[src/cfd_pkg.sv]
// Purpose: constants for the diagnostics and filter routing block
// Assumes: apb with 32-bit words, 16-bit registers in the low half
// Notes:   each register takes one aligned word
package cfd_pkg;
    // register byte addresses
    localparam logic [11:0] CFD_OFF_DIAG_DATA    = 12'h000;
    localparam logic [11:0] CFD_OFF_NOM_COUNTS   = 12'h004;
    localparam logic [11:0] CFD_OFF_ERR_FLAGS    = 12'h008;
    localparam logic [11:0] CFD_OFF_CLEAN_COUNT  = 12'h00C;
    localparam logic [11:0] CFD_OFF_ROUTE_LO0    = 12'h010;
    localparam logic [11:0] CFD_OFF_ROUTE_HI0    = 12'h020;
    localparam logic [11:0] CFD_OFF_PAYLOAD_SIZE = 12'h030;
    // register counts and steps
    localparam int CFD_NUM_ROUTE_REGS = 4;
    localparam int CFD_ROUTE_STEP     = 4;
    localparam int CFD_NUM_FILTERS    = 16;
    // reset values
    localparam logic [15:0] CFD_RST_WORD = 16'h0000;
    // flag bit positions
    localparam int CFD_BIT_LEN_MISMATCH = 15;
    localparam int CFD_BIT_ESI          = 14;
    localparam int CFD_BIT_D_CRC        = 13;
    localparam int CFD_BIT_D_STUFF      = 12;
    localparam int CFD_BIT_D_FORM       = 11;
    localparam int CFD_BIT_D_REC        = 9;
    localparam int CFD_BIT_D_DOM        = 8;
    localparam int CFD_BIT_BUSOFF_REC   = 7;
    localparam int CFD_BIT_N_CRC        = 5;
    localparam int CFD_BIT_N_STUFF      = 4;
    localparam int CFD_BIT_N_FORM       = 3;
    localparam int CFD_BIT_N_ACK        = 2;
    localparam int CFD_BIT_N_REC        = 1;
    localparam int CFD_BIT_N_DOM        = 0;
    // implemented flag bits (10 and 6 read as zero)
    localparam logic [15:0] CFD_FLAG_MASK  = 16'hFBBF;
    // route byte layout: enable bit 7, pointer bits 4..0
    localparam logic [7:0]  CFD_ROUTE_MASK = 8'h9F;
    localparam int CFD_ROUTE_EN_BIT = 7;
    // pointer codes
    localparam logic [4:0] CFD_PTR_TXQ      = 5'h00;
    localparam logic [4:0] CFD_PTR_LAST_OBJ = 5'h07;
    // recessive bits per recovery step
    localparam logic [3:0] CFD_RECOVERY_BITS = 4'hB;
endpackage : cfd_pkg

[src/cfd_route_sel.sv]
// Purpose: picks the receive object for a filter hit
// Assumes: filter_route holds one route byte per filter
// Notes:   combinational, registered by the parent
`timescale 1ns/100ps
`default_nettype none
module cfd_route_sel (
    // route table
    input  wire logic [127:0] filter_route,
    // hit request
    input  wire logic         hit_valid,
    input  wire logic [3:0]   hit_filter,
    // selection
    output logic              store_valid,
    output logic [2:0]        store_object
);
    import cfd_pkg::*;
    logic [7:0] entry; // route byte of the hit filter

    // only an enabled filter with a legal object pointer stores
    always_comb begin
        entry        = filter_route[hit_filter*8 +: 8];
        store_valid  = hit_valid && entry[CFD_ROUTE_EN_BIT]
                       && entry[4:0] != CFD_PTR_TXQ && entry[4:0] <= CFD_PTR_LAST_OBJ;
        store_object = entry[2:0];
    end
endmodule // cfd_route_sel
`default_nettype wire

[src/cfd_diag_route.sv]
// Purpose: bus diagnostic counters, sticky error flags and filter routing
// Assumes: protocol engine gives one-cycle event pulses on pclk
// Notes:   apb slave, zero wait states, pslverr on unmapped addresses
// How it works
// - nominal tx/rx counts share one register
// - dlc above fifo payload sets mismatch
// - received esi bit is recorded
// - data-phase flags mirror nominal ones
// - bus-off then recovery sets a flag
// - crc mismatch sets nominal crc flag
// - six equal stuffed bits set stuff flag
// - bad fixed field sets form flag
// - no acknowledge sets ack flag
// - recessive sent, dominant seen sets flag
// - dominant sent, recessive seen sets flag
// - each 11 recessive bits in recovery
// - 16-bit clean message counter, software rw
// - enable bit gates filter acceptance
// - pointer 1..7 selects receive object
// - four upper route registers, filters 4x+2/3
// - four lower route registers, filters 4x/4x+1
// - separate data-phase tx/rx counts
`timescale 1ns/100ps
`default_nettype none
module cfd_diag_route (
    // clock and reset
    input  wire logic        pclk,
    input  wire logic        presetn,
    // apb slave
    input  wire logic        psel,
    input  wire logic        penable,
    input  wire logic        pwrite,
    input  wire logic [11:0] paddr,
    input  wire logic [31:0] pwdata,
    input  wire logic [3:0]  pstrb,
    output logic             pready,
    output logic [31:0]      prdata,
    output logic             pslverr,
    // protocol engine events, one-cycle pulses, and the in_busoff_recovery level
    input  wire logic        ev_data_phase,
    input  wire logic        ev_crc_err,
    input  wire logic        ev_stuff_err,
    input  wire logic        ev_form_err,
    input  wire logic        ev_ack_err,
    input  wire logic        ev_rec_err,
    input  wire logic        ev_dom_err,
    input  wire logic        ev_frame_ok,
    input  wire logic        ev_esi_valid,
    input  wire logic        ev_esi,
    input  wire logic        ev_dlc_valid,
    input  wire logic [3:0]  ev_dlc,
    input  wire logic        ev_busoff_recovered,
    input  wire logic        ev_recessive_bit,
    input  wire logic        ev_dominant_bit,
    input  wire logic        in_busoff_recovery,
    // error count updates from the fault confinement logic
    input  wire logic        cnt_load,
    input  wire logic [7:0]  nom_tx_cnt_in,
    input  wire logic [7:0]  nom_rx_cnt_in,
    input  wire logic [7:0]  dat_tx_cnt_in,
    input  wire logic [7:0]  dat_rx_cnt_in,
    // filter hit from the matcher
    input  wire logic        hit_valid,
    input  wire logic [3:0]  hit_filter,
    // routing result
    output logic             store_valid,
    output logic [2:0]       store_object,
    // current payload size setting
    output logic [2:0]       fifo_payload_size
);
    import cfd_pkg::*;

    // state registers
    logic [7:0]   nominal_tx_error_count;
    logic [7:0]   nominal_rx_error_count;
    logic [7:0]   data_phase_tx_error_count;
    logic [7:0]   data_phase_rx_error_count;
    logic [15:0]  bus_error_flags;
    logic [15:0]  clean_message_counter;
    logic [127:0] filter_route;       // byte f is filter f
    logic [3:0]   recessive_run;      // recessive bits in recovery
    logic [31:0]  rdata_q;
    logic         slverr_q;
    logic         ready_q;
    logic         store_valid_q;
    logic [2:0]   store_object_q;
    logic [2:0]   payload_q;

    // next values
    logic [7:0]   next_nom_tx;
    logic [7:0]   next_nom_rx;
    logic [7:0]   next_dat_tx;
    logic [7:0]   next_dat_rx;
    logic [15:0]  next_flags;
    logic [15:0]  next_clean;
    logic [127:0] next_route;
    logic [3:0]   next_run;
    logic [31:0]  next_rdata;
    logic         next_slverr;
    logic [2:0]   next_payload;
    logic [15:0]  set_bits;           // hardware set requests
    logic [15:0]  wdata16;
    logic [15:0]  wmask16;
    logic         wr_en;
    logic         rd_en;
    logic         sel_valid;
    logic [2:0]   sel_object;
    logic         recovery_step;

    // dlc code to payload byte count
    function automatic logic [6:0] dlc_bytes(input logic [3:0] dlc);
        case (dlc)
            4'h9:    dlc_bytes = 7'd12;
            4'hA:    dlc_bytes = 7'd16;
            4'hB:    dlc_bytes = 7'd20;
            4'hC:    dlc_bytes = 7'd24;
            4'hD:    dlc_bytes = 7'd32;
            4'hE:    dlc_bytes = 7'd48;
            4'hF:    dlc_bytes = 7'd64;
            default: dlc_bytes = (dlc > 4'h8) ? 7'd8 : {3'b000, dlc};
        endcase
    endfunction

    // payload size code to byte count
    function automatic logic [6:0] size_bytes(input logic [2:0] code);
        case (code)
            3'h0:    size_bytes = 7'd8;
            3'h1:    size_bytes = 7'd12;
            3'h2:    size_bytes = 7'd16;
            3'h3:    size_bytes = 7'd20;
            3'h4:    size_bytes = 7'd24;
            3'h5:    size_bytes = 7'd32;
            3'h6:    size_bytes = 7'd48;
            default: size_bytes = 7'd64;
        endcase
    endfunction

    // address match used by several registers
    function automatic logic hit_addr(input logic [11:0] a, input logic [11:0] off);
        hit_addr = (a == off);
    endfunction

    // route lookup for the hit filter
    cfd_route_sel u_route_sel (
        .filter_route (filter_route),
        .hit_valid    (hit_valid),
        .hit_filter   (hit_filter),
        .store_valid  (sel_valid),
        .store_object (sel_object)
    );

    // bus qualifiers: writes land in the access phase
    always_comb begin
        wr_en   = psel && penable && pwrite;
        rd_en   = psel && !penable && !pwrite;
        wdata16 = pwdata[15:0];
        wmask16 = {{8{pstrb[1]}}, {8{pstrb[0]}}};
    end

    // recovery sequence: count recessive bits, dominant restarts
    always_comb begin
        next_run      = recessive_run;
        recovery_step = 1'b0;
        if (!in_busoff_recovery || ev_dominant_bit) begin
            next_run = 4'h0;
        end else if (ev_recessive_bit) begin
            if (recessive_run == CFD_RECOVERY_BITS - 4'h1) begin
                next_run      = 4'h0;
                recovery_step = 1'b1;
            end else begin
                next_run = recessive_run + 4'h1;
            end
        end
    end

    // flag set requests from the protocol engine
    always_comb begin
        set_bits = 16'h0000;
        set_bits[CFD_BIT_LEN_MISMATCH] = ev_dlc_valid
            && (dlc_bytes(ev_dlc) > size_bytes(payload_q));
        set_bits[CFD_BIT_D_CRC]   = ev_data_phase && ev_crc_err;
        set_bits[CFD_BIT_D_STUFF] = ev_data_phase && ev_stuff_err;
        set_bits[CFD_BIT_D_FORM]  = ev_data_phase && ev_form_err;
        set_bits[CFD_BIT_D_REC]   = ev_data_phase && ev_rec_err;
        set_bits[CFD_BIT_D_DOM]   = ev_data_phase && ev_dom_err;
        set_bits[CFD_BIT_BUSOFF_REC] = ev_busoff_recovered;
        set_bits[CFD_BIT_N_CRC]   = !ev_data_phase && ev_crc_err;
        set_bits[CFD_BIT_N_STUFF] = !ev_data_phase && ev_stuff_err;
        set_bits[CFD_BIT_N_FORM]  = !ev_data_phase && ev_form_err;
        set_bits[CFD_BIT_N_ACK]   = ev_ack_err;
        set_bits[CFD_BIT_N_REC]   = !ev_data_phase && ev_rec_err;
        set_bits[CFD_BIT_N_DOM]   = (!ev_data_phase && ev_dom_err)
                                    || recovery_step;
    end

    // register file next state; hardware set beats software clear
    always_comb begin
        next_nom_tx  = nominal_tx_error_count;
        next_nom_rx  = nominal_rx_error_count;
        next_dat_tx  = data_phase_tx_error_count;
        next_dat_rx  = data_phase_rx_error_count;
        next_flags   = bus_error_flags;
        next_clean   = clean_message_counter;
        next_route   = filter_route;
        next_payload = payload_q;
        // software writes
        if (wr_en && hit_addr(paddr, CFD_OFF_NOM_COUNTS)) begin
            if (pstrb[1]) next_nom_tx = wdata16[15:8];
            if (pstrb[0]) next_nom_rx = wdata16[7:0];
        end
        if (wr_en && hit_addr(paddr, CFD_OFF_DIAG_DATA)) begin
            if (pstrb[1]) next_dat_tx = wdata16[15:8];
            if (pstrb[0]) next_dat_rx = wdata16[7:0];
        end
        if (wr_en && hit_addr(paddr, CFD_OFF_ERR_FLAGS)) begin
            // written zero clears, written one leaves the flag
            next_flags = bus_error_flags & ~(wmask16 & ~wdata16);
        end
        if (wr_en && hit_addr(paddr, CFD_OFF_CLEAN_COUNT)) begin
            next_clean = (clean_message_counter & ~wmask16)
                         | (wdata16 & wmask16);
        end else if (ev_frame_ok) begin
            next_clean = clean_message_counter + 16'h0001;
        end
        if (wr_en && hit_addr(paddr, CFD_OFF_PAYLOAD_SIZE) && pstrb[0]) begin
            next_payload = pwdata[2:0];
        end
        for (int r = 0; r < CFD_NUM_ROUTE_REGS; r++) begin
            // lower register r: filters 4r and 4r+1
            if (wr_en && hit_addr(paddr, CFD_OFF_ROUTE_LO0
                    + 12'(r * CFD_ROUTE_STEP))) begin
                if (pstrb[0]) next_route[(4*r)*8 +: 8] =
                    pwdata[7:0] & CFD_ROUTE_MASK;
                if (pstrb[1]) next_route[(4*r+1)*8 +: 8] =
                    pwdata[15:8] & CFD_ROUTE_MASK;
            end
            // upper register r: filters 4r+2 and 4r+3
            if (wr_en && hit_addr(paddr, CFD_OFF_ROUTE_HI0
                    + 12'(r * CFD_ROUTE_STEP))) begin
                if (pstrb[0]) next_route[(4*r+2)*8 +: 8] =
                    pwdata[7:0] & CFD_ROUTE_MASK;
                if (pstrb[1]) next_route[(4*r+3)*8 +: 8] =
                    pwdata[15:8] & CFD_ROUTE_MASK;
            end
        end
        // fault confinement reloads counts; it wins over software
        if (cnt_load) begin
            next_nom_tx = nom_tx_cnt_in;
            next_nom_rx = nom_rx_cnt_in;
            next_dat_tx = dat_tx_cnt_in;
            next_dat_rx = dat_rx_cnt_in;
        end
        // esi follows each received fd frame
        if (ev_esi_valid) begin
            next_flags[CFD_BIT_ESI] = ev_esi;
        end
        next_flags = (next_flags | set_bits) & CFD_FLAG_MASK;
    end

    // read mux, sampled in the setup phase
    always_comb begin
        next_rdata  = 32'h0000_0000;
        next_slverr = 1'b0;
        if (hit_addr(paddr, CFD_OFF_NOM_COUNTS)) begin
            next_rdata[15:0] = {nominal_tx_error_count, nominal_rx_error_count};
        end else if (hit_addr(paddr, CFD_OFF_DIAG_DATA)) begin
            next_rdata[15:0] = {data_phase_tx_error_count, data_phase_rx_error_count};
        end else if (hit_addr(paddr, CFD_OFF_ERR_FLAGS)) begin
            next_rdata[15:0] = bus_error_flags;
        end else if (hit_addr(paddr, CFD_OFF_CLEAN_COUNT)) begin
            next_rdata[15:0] = clean_message_counter;
        end else if (hit_addr(paddr, CFD_OFF_PAYLOAD_SIZE)) begin
            next_rdata[2:0] = payload_q;
        end else if (paddr >= CFD_OFF_ROUTE_LO0 && paddr < CFD_OFF_PAYLOAD_SIZE
                     && paddr[1:0] == 2'b00 && paddr[3:2] != 2'b00 ? 1'b0 : 1'b0) begin
            next_rdata = 32'h0000_0000;
        end else begin
            next_slverr = 1'b1;
        end
        // route registers decoded by loop
        for (int r = 0; r < CFD_NUM_ROUTE_REGS; r++) begin
            if (hit_addr(paddr, CFD_OFF_ROUTE_LO0 + 12'(r * CFD_ROUTE_STEP))) begin
                next_rdata[15:0] = filter_route[(4*r)*8 +: 16];
                next_slverr      = 1'b0;
            end
            if (hit_addr(paddr, CFD_OFF_ROUTE_HI0 + 12'(r * CFD_ROUTE_STEP))) begin
                next_rdata[15:0] = filter_route[(4*r+2)*8 +: 16];
                next_slverr      = 1'b0;
            end
        end
        if (!rd_en && !(psel && !penable)) begin
            next_slverr = 1'b0;
        end
    end

    // registers
    always_ff @(posedge pclk or negedge presetn) begin
        if (!presetn) begin
            nominal_tx_error_count    <= CFD_RST_WORD[7:0];
            nominal_rx_error_count    <= CFD_RST_WORD[7:0];
            data_phase_tx_error_count <= CFD_RST_WORD[7:0];
            data_phase_rx_error_count <= CFD_RST_WORD[7:0];
            bus_error_flags           <= CFD_RST_WORD;
            clean_message_counter     <= CFD_RST_WORD;
            filter_route              <= '0;
            recessive_run             <= 4'h0;
            rdata_q                   <= 32'h0000_0000;
            slverr_q                  <= 1'b0;
            ready_q                   <= 1'b0;
            store_valid_q             <= 1'b0;
            store_object_q            <= 3'h0;
            payload_q                 <= 3'h0;
        end else begin
            nominal_tx_error_count    <= next_nom_tx;
            nominal_rx_error_count    <= next_nom_rx;
            data_phase_tx_error_count <= next_dat_tx;
            data_phase_rx_error_count <= next_dat_rx;
            bus_error_flags           <= next_flags;
            clean_message_counter     <= next_clean;
            filter_route              <= next_route;
            recessive_run             <= next_run;
            // answer registered in setup, shown in access phase
            if (psel && !penable) begin
                rdata_q  <= next_rdata;
            end
            slverr_q                  <= next_slverr;   // high only after a setup
            ready_q                   <= psel && !penable;
            store_valid_q             <= sel_valid;
            store_object_q            <= sel_object;
            payload_q                 <= next_payload;
        end
    end

    // outputs straight from flip-flops
    always_comb begin
        pready            = ready_q;
        prdata            = rdata_q;
        pslverr           = slverr_q;
        store_valid       = store_valid_q;
        store_object      = store_object_q;
        fifo_payload_size = payload_q;
    end
endmodule // cfd_diag_route
`default_nettype wire

[config.mk]
export PLATFORM = sky130hd
export DESIGN_NAME = cfd_diag_route
export DESIGN_NICKNAME = d
export VERILOG_FILES = /design/src/cfd_pkg.sv /design/src/cfd_route_sel.sv /design/src/cfd_diag_route.sv
export SDC_FILE = /design/constraint.sdc
export NUM_CORES = 1
export LEC_CHECK = 0
export ABC_AREA = 1
export BUFFER_PORTS_ARGS = -buffer_cell sky130_fd_sc_hd__buf_2
export CAP_MARGIN = 20
export CORE_ASPECT_RATIO = 2
export CORE_MARGIN = 1
export CORE_UTILIZATION = 30
export DETAILED_ROUTE_END_ITERATION = 10
export PLACE_DENSITY = 0.56
export SETUP_SLACK_MARGIN = 0.1
export SLEW_MARGIN = 20
export SYNTH_ARGS = -nofsm -noshare
export SYNTH_HDL_FRONTEND = slang
export SYNTH_SLANG_ARGS = --single-unit
[constraint.sdc]
create_clock -name pclk -period 2.5 [get_ports pclk]
set_input_delay 0.25 -clock pclk [delete_from_list [all_inputs] [get_ports pclk]]
set_output_delay 0.25 -clock pclk [all_outputs]
set_load 0.01 [all_outputs]
Word level (Yosys, flattened, before mapping)
Cells that the tools add are included.

cells by class
  reductions and logical operators = 70
  multiplexer cells = 50
  order comparisons = 3
  shift-type cells = 1
  equal/unequal tests = 26
  bitwise logic cells = 9
  $add $sub $neg = 2

operators by type and width
  kind                     count
  $mux W16                 15
  $shiftx A128 B8 Y8       1
  $pmux W7 S7              2
  $mux W8                  10
  $and A16 B16 Y16         4
  $eq A12 B6 Y1 const B    5
  $eq A12 B5 Y1 const B    4
  $not A16 Y16             3
  $reduce_and A2 Y1        20
  $logic_and A1 B1 Y1      33
  $eq A4 B4 Y1 const B     8
  $or A16 B16 Y16          2
  $eq A12 B4 Y1 const B    2
  $mux W1                  18
  $add A16 B1 Y16 const B  1
  $mux W4                  4
  $eq A12 B3 Y1 const B    1
  $logic_not A12 Y1        1
  $reduce_bool A2 Y1       6
  $eq A3 B3 Y1 const B     3
  $gt A7 B7 Y1             1
  $eq A3 B2 Y1 const B     2
  $logic_not A1 Y1         6
  $le A5 B3 Y1 const B     1
  7 further kinds          8

storage, ports and cells
  word-level logic and storage cells = 190
  input port bits = 110
  bits in registers = 187
  output and inout port bits = 41

Logic depth before layout (Yosys ltp)
  word-level depth = 15
  mapped depth = 17
  depth with buffers taken out = 17

By module
A second synthesis with hierarchy kept.

unflattened totals
  cell total of the unflattened synthesis = 1,491
  area, all modules = 10,850.4 um^2

modules (own cells, without submodules)
  module          area an instance (um^2)  sequential area each (um^2)  times used  cells each
  cfd_diag_route  9,726.8                  4,679.5                      1           1,243
  cfd_route_sel   1,123.6                  0.0                          1           248

Least setup slack after synthesis
Ideal clock, no wire load.

  path type = register to register
  from = register with a tool-made name
  to = register with a tool-made name
  setup slack = 0.791 ns
  path buffers = 0
  required time = 2.413 ns
  arrival time = 1.621 ns
  stages on the path, launching flop included = 12
  library setup time = 0.087 ns
  period minus slack after synthesis = 1.709 ns
  path through = dfrtp_1 -> ha_1 -> nand3_1 -> nor2_1 -> nand2_1 -> nor2_1 -> nand3_1 -> nor3_2 -> nand3_1 -> xor2_1 -> nand2_1 -> a22oi_1

==> flow_metrics.env <==
export IMPL_outcome="finished, final reports clean"
export IMPL_number_of_nets_with_antenna_violations_after_routing=0
export IMPL_n_fill_cell=3779
export IMPL_path_depth=11
export IMPL_core_area_sq_um=35600
export IMPL_clk_pin_slew_worst_paths_ns=0.07
export IMPL_worst_setup_path_end_kind="register"
export IMPL_route_vias_total=10100
export IMPL_fin_worst_hold_slack_ns=0.0391
export IMPL_worstPathBufferInverterCount=0
export IMPL_top_level_port_count=151
export IMPL_critPathRequiredTime_ns=2.88
export IMPL_ys_async_sr_fraction=1.00
export IMPL_drive_gt1_frac=0.178
export IMPL_max_freq_mhz=464
export IMPL_port_buffer_count=116
export IMPL_report_final_slew_viol_count=0
export IMPL_synth_most_common_cell="nand2_1"
export IMPL_setup_worst_path_class="register to register"
export IMPL_floorplan_rows=98
export IMPL_rd_place_congestion=0.938
export IMPL_worst_slew_margin_rel=0.504
export IMPL_cellLeakagePower_nw=6.33
export IMPL_worst_r2r_cell_count=11
export IMPL_critical_path_peak_fanout=3
export IMPL_synth_cells=1394
export IMPL_worstSetupStartpointType="register"
export IMPL_clock_insertion_delay_at_the_later_pin_of_the_skew_report_ns=0.47
export IMPL_die_height_um=270
export IMPL_setup_tns_final_ns=0
export IMPL_cts_sink_count=187
export IMPL_min_delay_path_class="input port to register"
export IMPL_global_route_usage_sum=0.224
export IMPL_wl_cell_um=20.0
export IMPL_area_growth_pct=17.2
export IMPL_cts_root_to_sink_buffers=2
export IMPL_worst_pin_slew_ns=0.744
export IMPL_ctsHtreeMaxLevel=4
export IMPL_setup_violations=0
export IMPL_critical_path_arrival_ns=2.53
export IMPL_synth_warning_count=0
export IMPL_synth_seq_area_share=0.433
export IMPL_grt_pass1_wl_um=60100
export IMPL_crit_slowest_cell="dfrtp_1"
export IMPL_antenna_found_initial=1
export IMPL_min_path_cells=3
export IMPL_grt_remaining_overflow=0
export IMPL_finish_net_count=1650
export IMPL_timing_final_hold_violations=0
export IMPL_floorplan_die_area_sq_um=36800
export IMPL_period_minus_slack_ns=2.16
export IMPL_synth_largest_area_cell="dfrtp_1"
export IMPL_cts_setup_buffers=0
export IMPL_count_of_different_cell_masters_after_synthesis=53
export IMPL_clk_skew_ns=0.00858
export IMPL_drt_pass1_iter_count=8
export IMPL_starting_utilization_of_the_core_area=0.304
export IMPL_synth_edf_count=0
export IMPL_first_global_vias=10200
export IMPL_mappedNetlistArea_sq_um=10800
export IMPL_detail_route_drc_violations=0
export IMPL_drt_iter0_drc=708
export IMPL_syn_mean_instance_area_sq_um=7.75
export IMPL_tritoncts="built"
export IMPL_via_cell_ratio=5.08
export IMPL_yosys_top_cells_area="dfrtp_1 (43%), nand2_1 (11%), o21ai_0 (6.8%)"
export IMPL_grt_setup_unrepaired="no"
export IMPL_maximum_number_of_pins_on_one_net_before_global_route_repair=62
export IMPL_crit_path_cell_trace="ha_1 -> nand3_1 -> nor2_1 -> nand2_1 -> nor2_1 -> nand3_2 -> nor3_2 -> nand3_1 -> xor2_1 -> nand2_1 -> a22oi_1"
export IMPL_post_synth_most_frequent_cells="nand2_1 (319), dfrtp_1 (187), inv_1 (182)"
export IMPL_fp_dieW_um=136
export IMPL_pwr_density_cell_nw_per_um2=558
export IMPL_critical_path_top_delay_family="simple AND/OR/NAND/NOR gates"
export IMPL_cts_root_buf="clkbuf_16"
export IMPL_cts_inserted_buffers=17
export IMPL_yosys_register_bits=187
export IMPL_vdd_drop_max_mv=0.423
export IMPL_max_cap_violations=0
export IMPL_post_dp_hpwl_um=31600
export IMPL_delay_contributed_by_the_slowest_stage_of_the_critical_path_ns=0.40
export IMPL_netlist_area_leader_share=0.433
export IMPL_synth_ff_type="dfrtp_1"
export IMPL_fin_crit_sh=0.862
export IMPL_finalWirelength_um=39800
==> cell type report <==
cell class / count / area, sq um / share of cell area
flip-flops and latches: 187 / 4680 / 0.370
multi-input cells: 953 / 5000 / 0.395
well taps: 450 / 563 / 0.0445
clock inverters: 15 / 188 / 0.0148
repair buffers: 168 / 1020 / 0.0803
clock buffers: 17 / 425 / 0.0336
diodes: 1 / 2.50 / 0.000198
inverters: 205 / 787 / 0.0622
==> registers in the layout, summed over array words and instances, names as in the netlist, named ones only <==
signal and count:
filter_route 96, prdata 16, bus_error_flags 14, data_phase_rx_error_count 8
data_phase_tx_error_count 8, nominal_rx_error_count 8, nominal_tx_error_count 8, recessive_run 4
fifo_payload_size 3, store_object 3, pready 1, pslverr 1
store_valid 1
==> placed cells by master (no fill, tap or decap), drive strengths merged, types with 6 or more instances in the layout <==
master	instances
a22oi	7
o31ai	8
buf	162
clkbuf	18
xor2	13
a21oi	48
nor4	6
nand2	336
conb	16
mux2i	8
dfrtp	187
o22ai	39
nand3	82
ha	8
inv	207
nor2	104
nor3	20
o21ai	170
o211ai	10
a31oi	37
clkinv	7
nand4	27
==> repair_timing <==
item,4_1_cts,5_1_grt
gates resized for setup,0,1
endpoints found under the setup margin,0,1
endpoints found under the hold margin,60,0
hold buffers,5,0
==> worst register-to-register path, cell delays in order, from the launching register on <==
cell	delay (ns)
dfrtp_1	0.40
ha_1	0.21
nand3_1	0.17
nor2_1	0.12
nand2_1	0.12
nor2_1	0.21
nand3_2	0.16
nor3_2	0.19
nand3_1	0.13
xor2_1	0.15
nand2_1	0.06
a22oi_1	0.16
==> metrics by stage <==
stage           util  instances  setup WS [ns]  power, mW  instance area, sq um
2_1_floorplan      -       1409          0.791       3.83                 10900
3_3_place_gp   0.337       1958          0.290       4.18                 12000
3_5_place_dp   0.337       1958          0.283       4.20                 12000
4_1_cts        0.356       1995          0.292       7.11                 12700
5_1_grt        0.356       1996          0.120       7.33                 12700
6_report       0.356       1996          0.344       7.07                 12700
==> report_power, final <==
part,internal (mW),switching (mW)
logic,0.290,0.574
registers,3.17,0.125
clock network,1.59,1.33
==> path summary, 6_finish.rpt <==
check	slack, ns	start	end
max in group asynchronous	1.40	presetn	filter_route[83]
hold reg to reg	0.47	prdata[6]	prdata[6]
setup / recovery	0.34	register	register
hold / removal	0.04	dat_rx_cnt_in[7]	data_phase_rx_error_count[7]
min in group asynchronous	0.33	presetn	filter_route[76]
setup reg to reg	0.34	register	register
==> kinds of logic (layout without fill, tap and decap cells) <==
group           Yosys count  count (layout)  synth area share
mux                       9               9           0.00846
other cells               1              17          0.000347
simple gates            580             580             0.254
compound gates          327             327             0.175
fa+ha+maj                 8               8           0.00927
flops                   187             187             0.433
buf+inv                 269             405             0.109
xor+xnor                 13              13            0.0105
==> routing by layer <==
layer  up-vias  wire, um  share of wire  track usage
li1       4848         -              -            -
met1      4779     13400           0.34        0.219
met2       385     21200           0.53        0.404
met3       134      1680          0.042       0.0334
met4         0      3560          0.089        0.183
met5         -         0              0            0
Note: power is estimated with default switching activity, not from simulation.
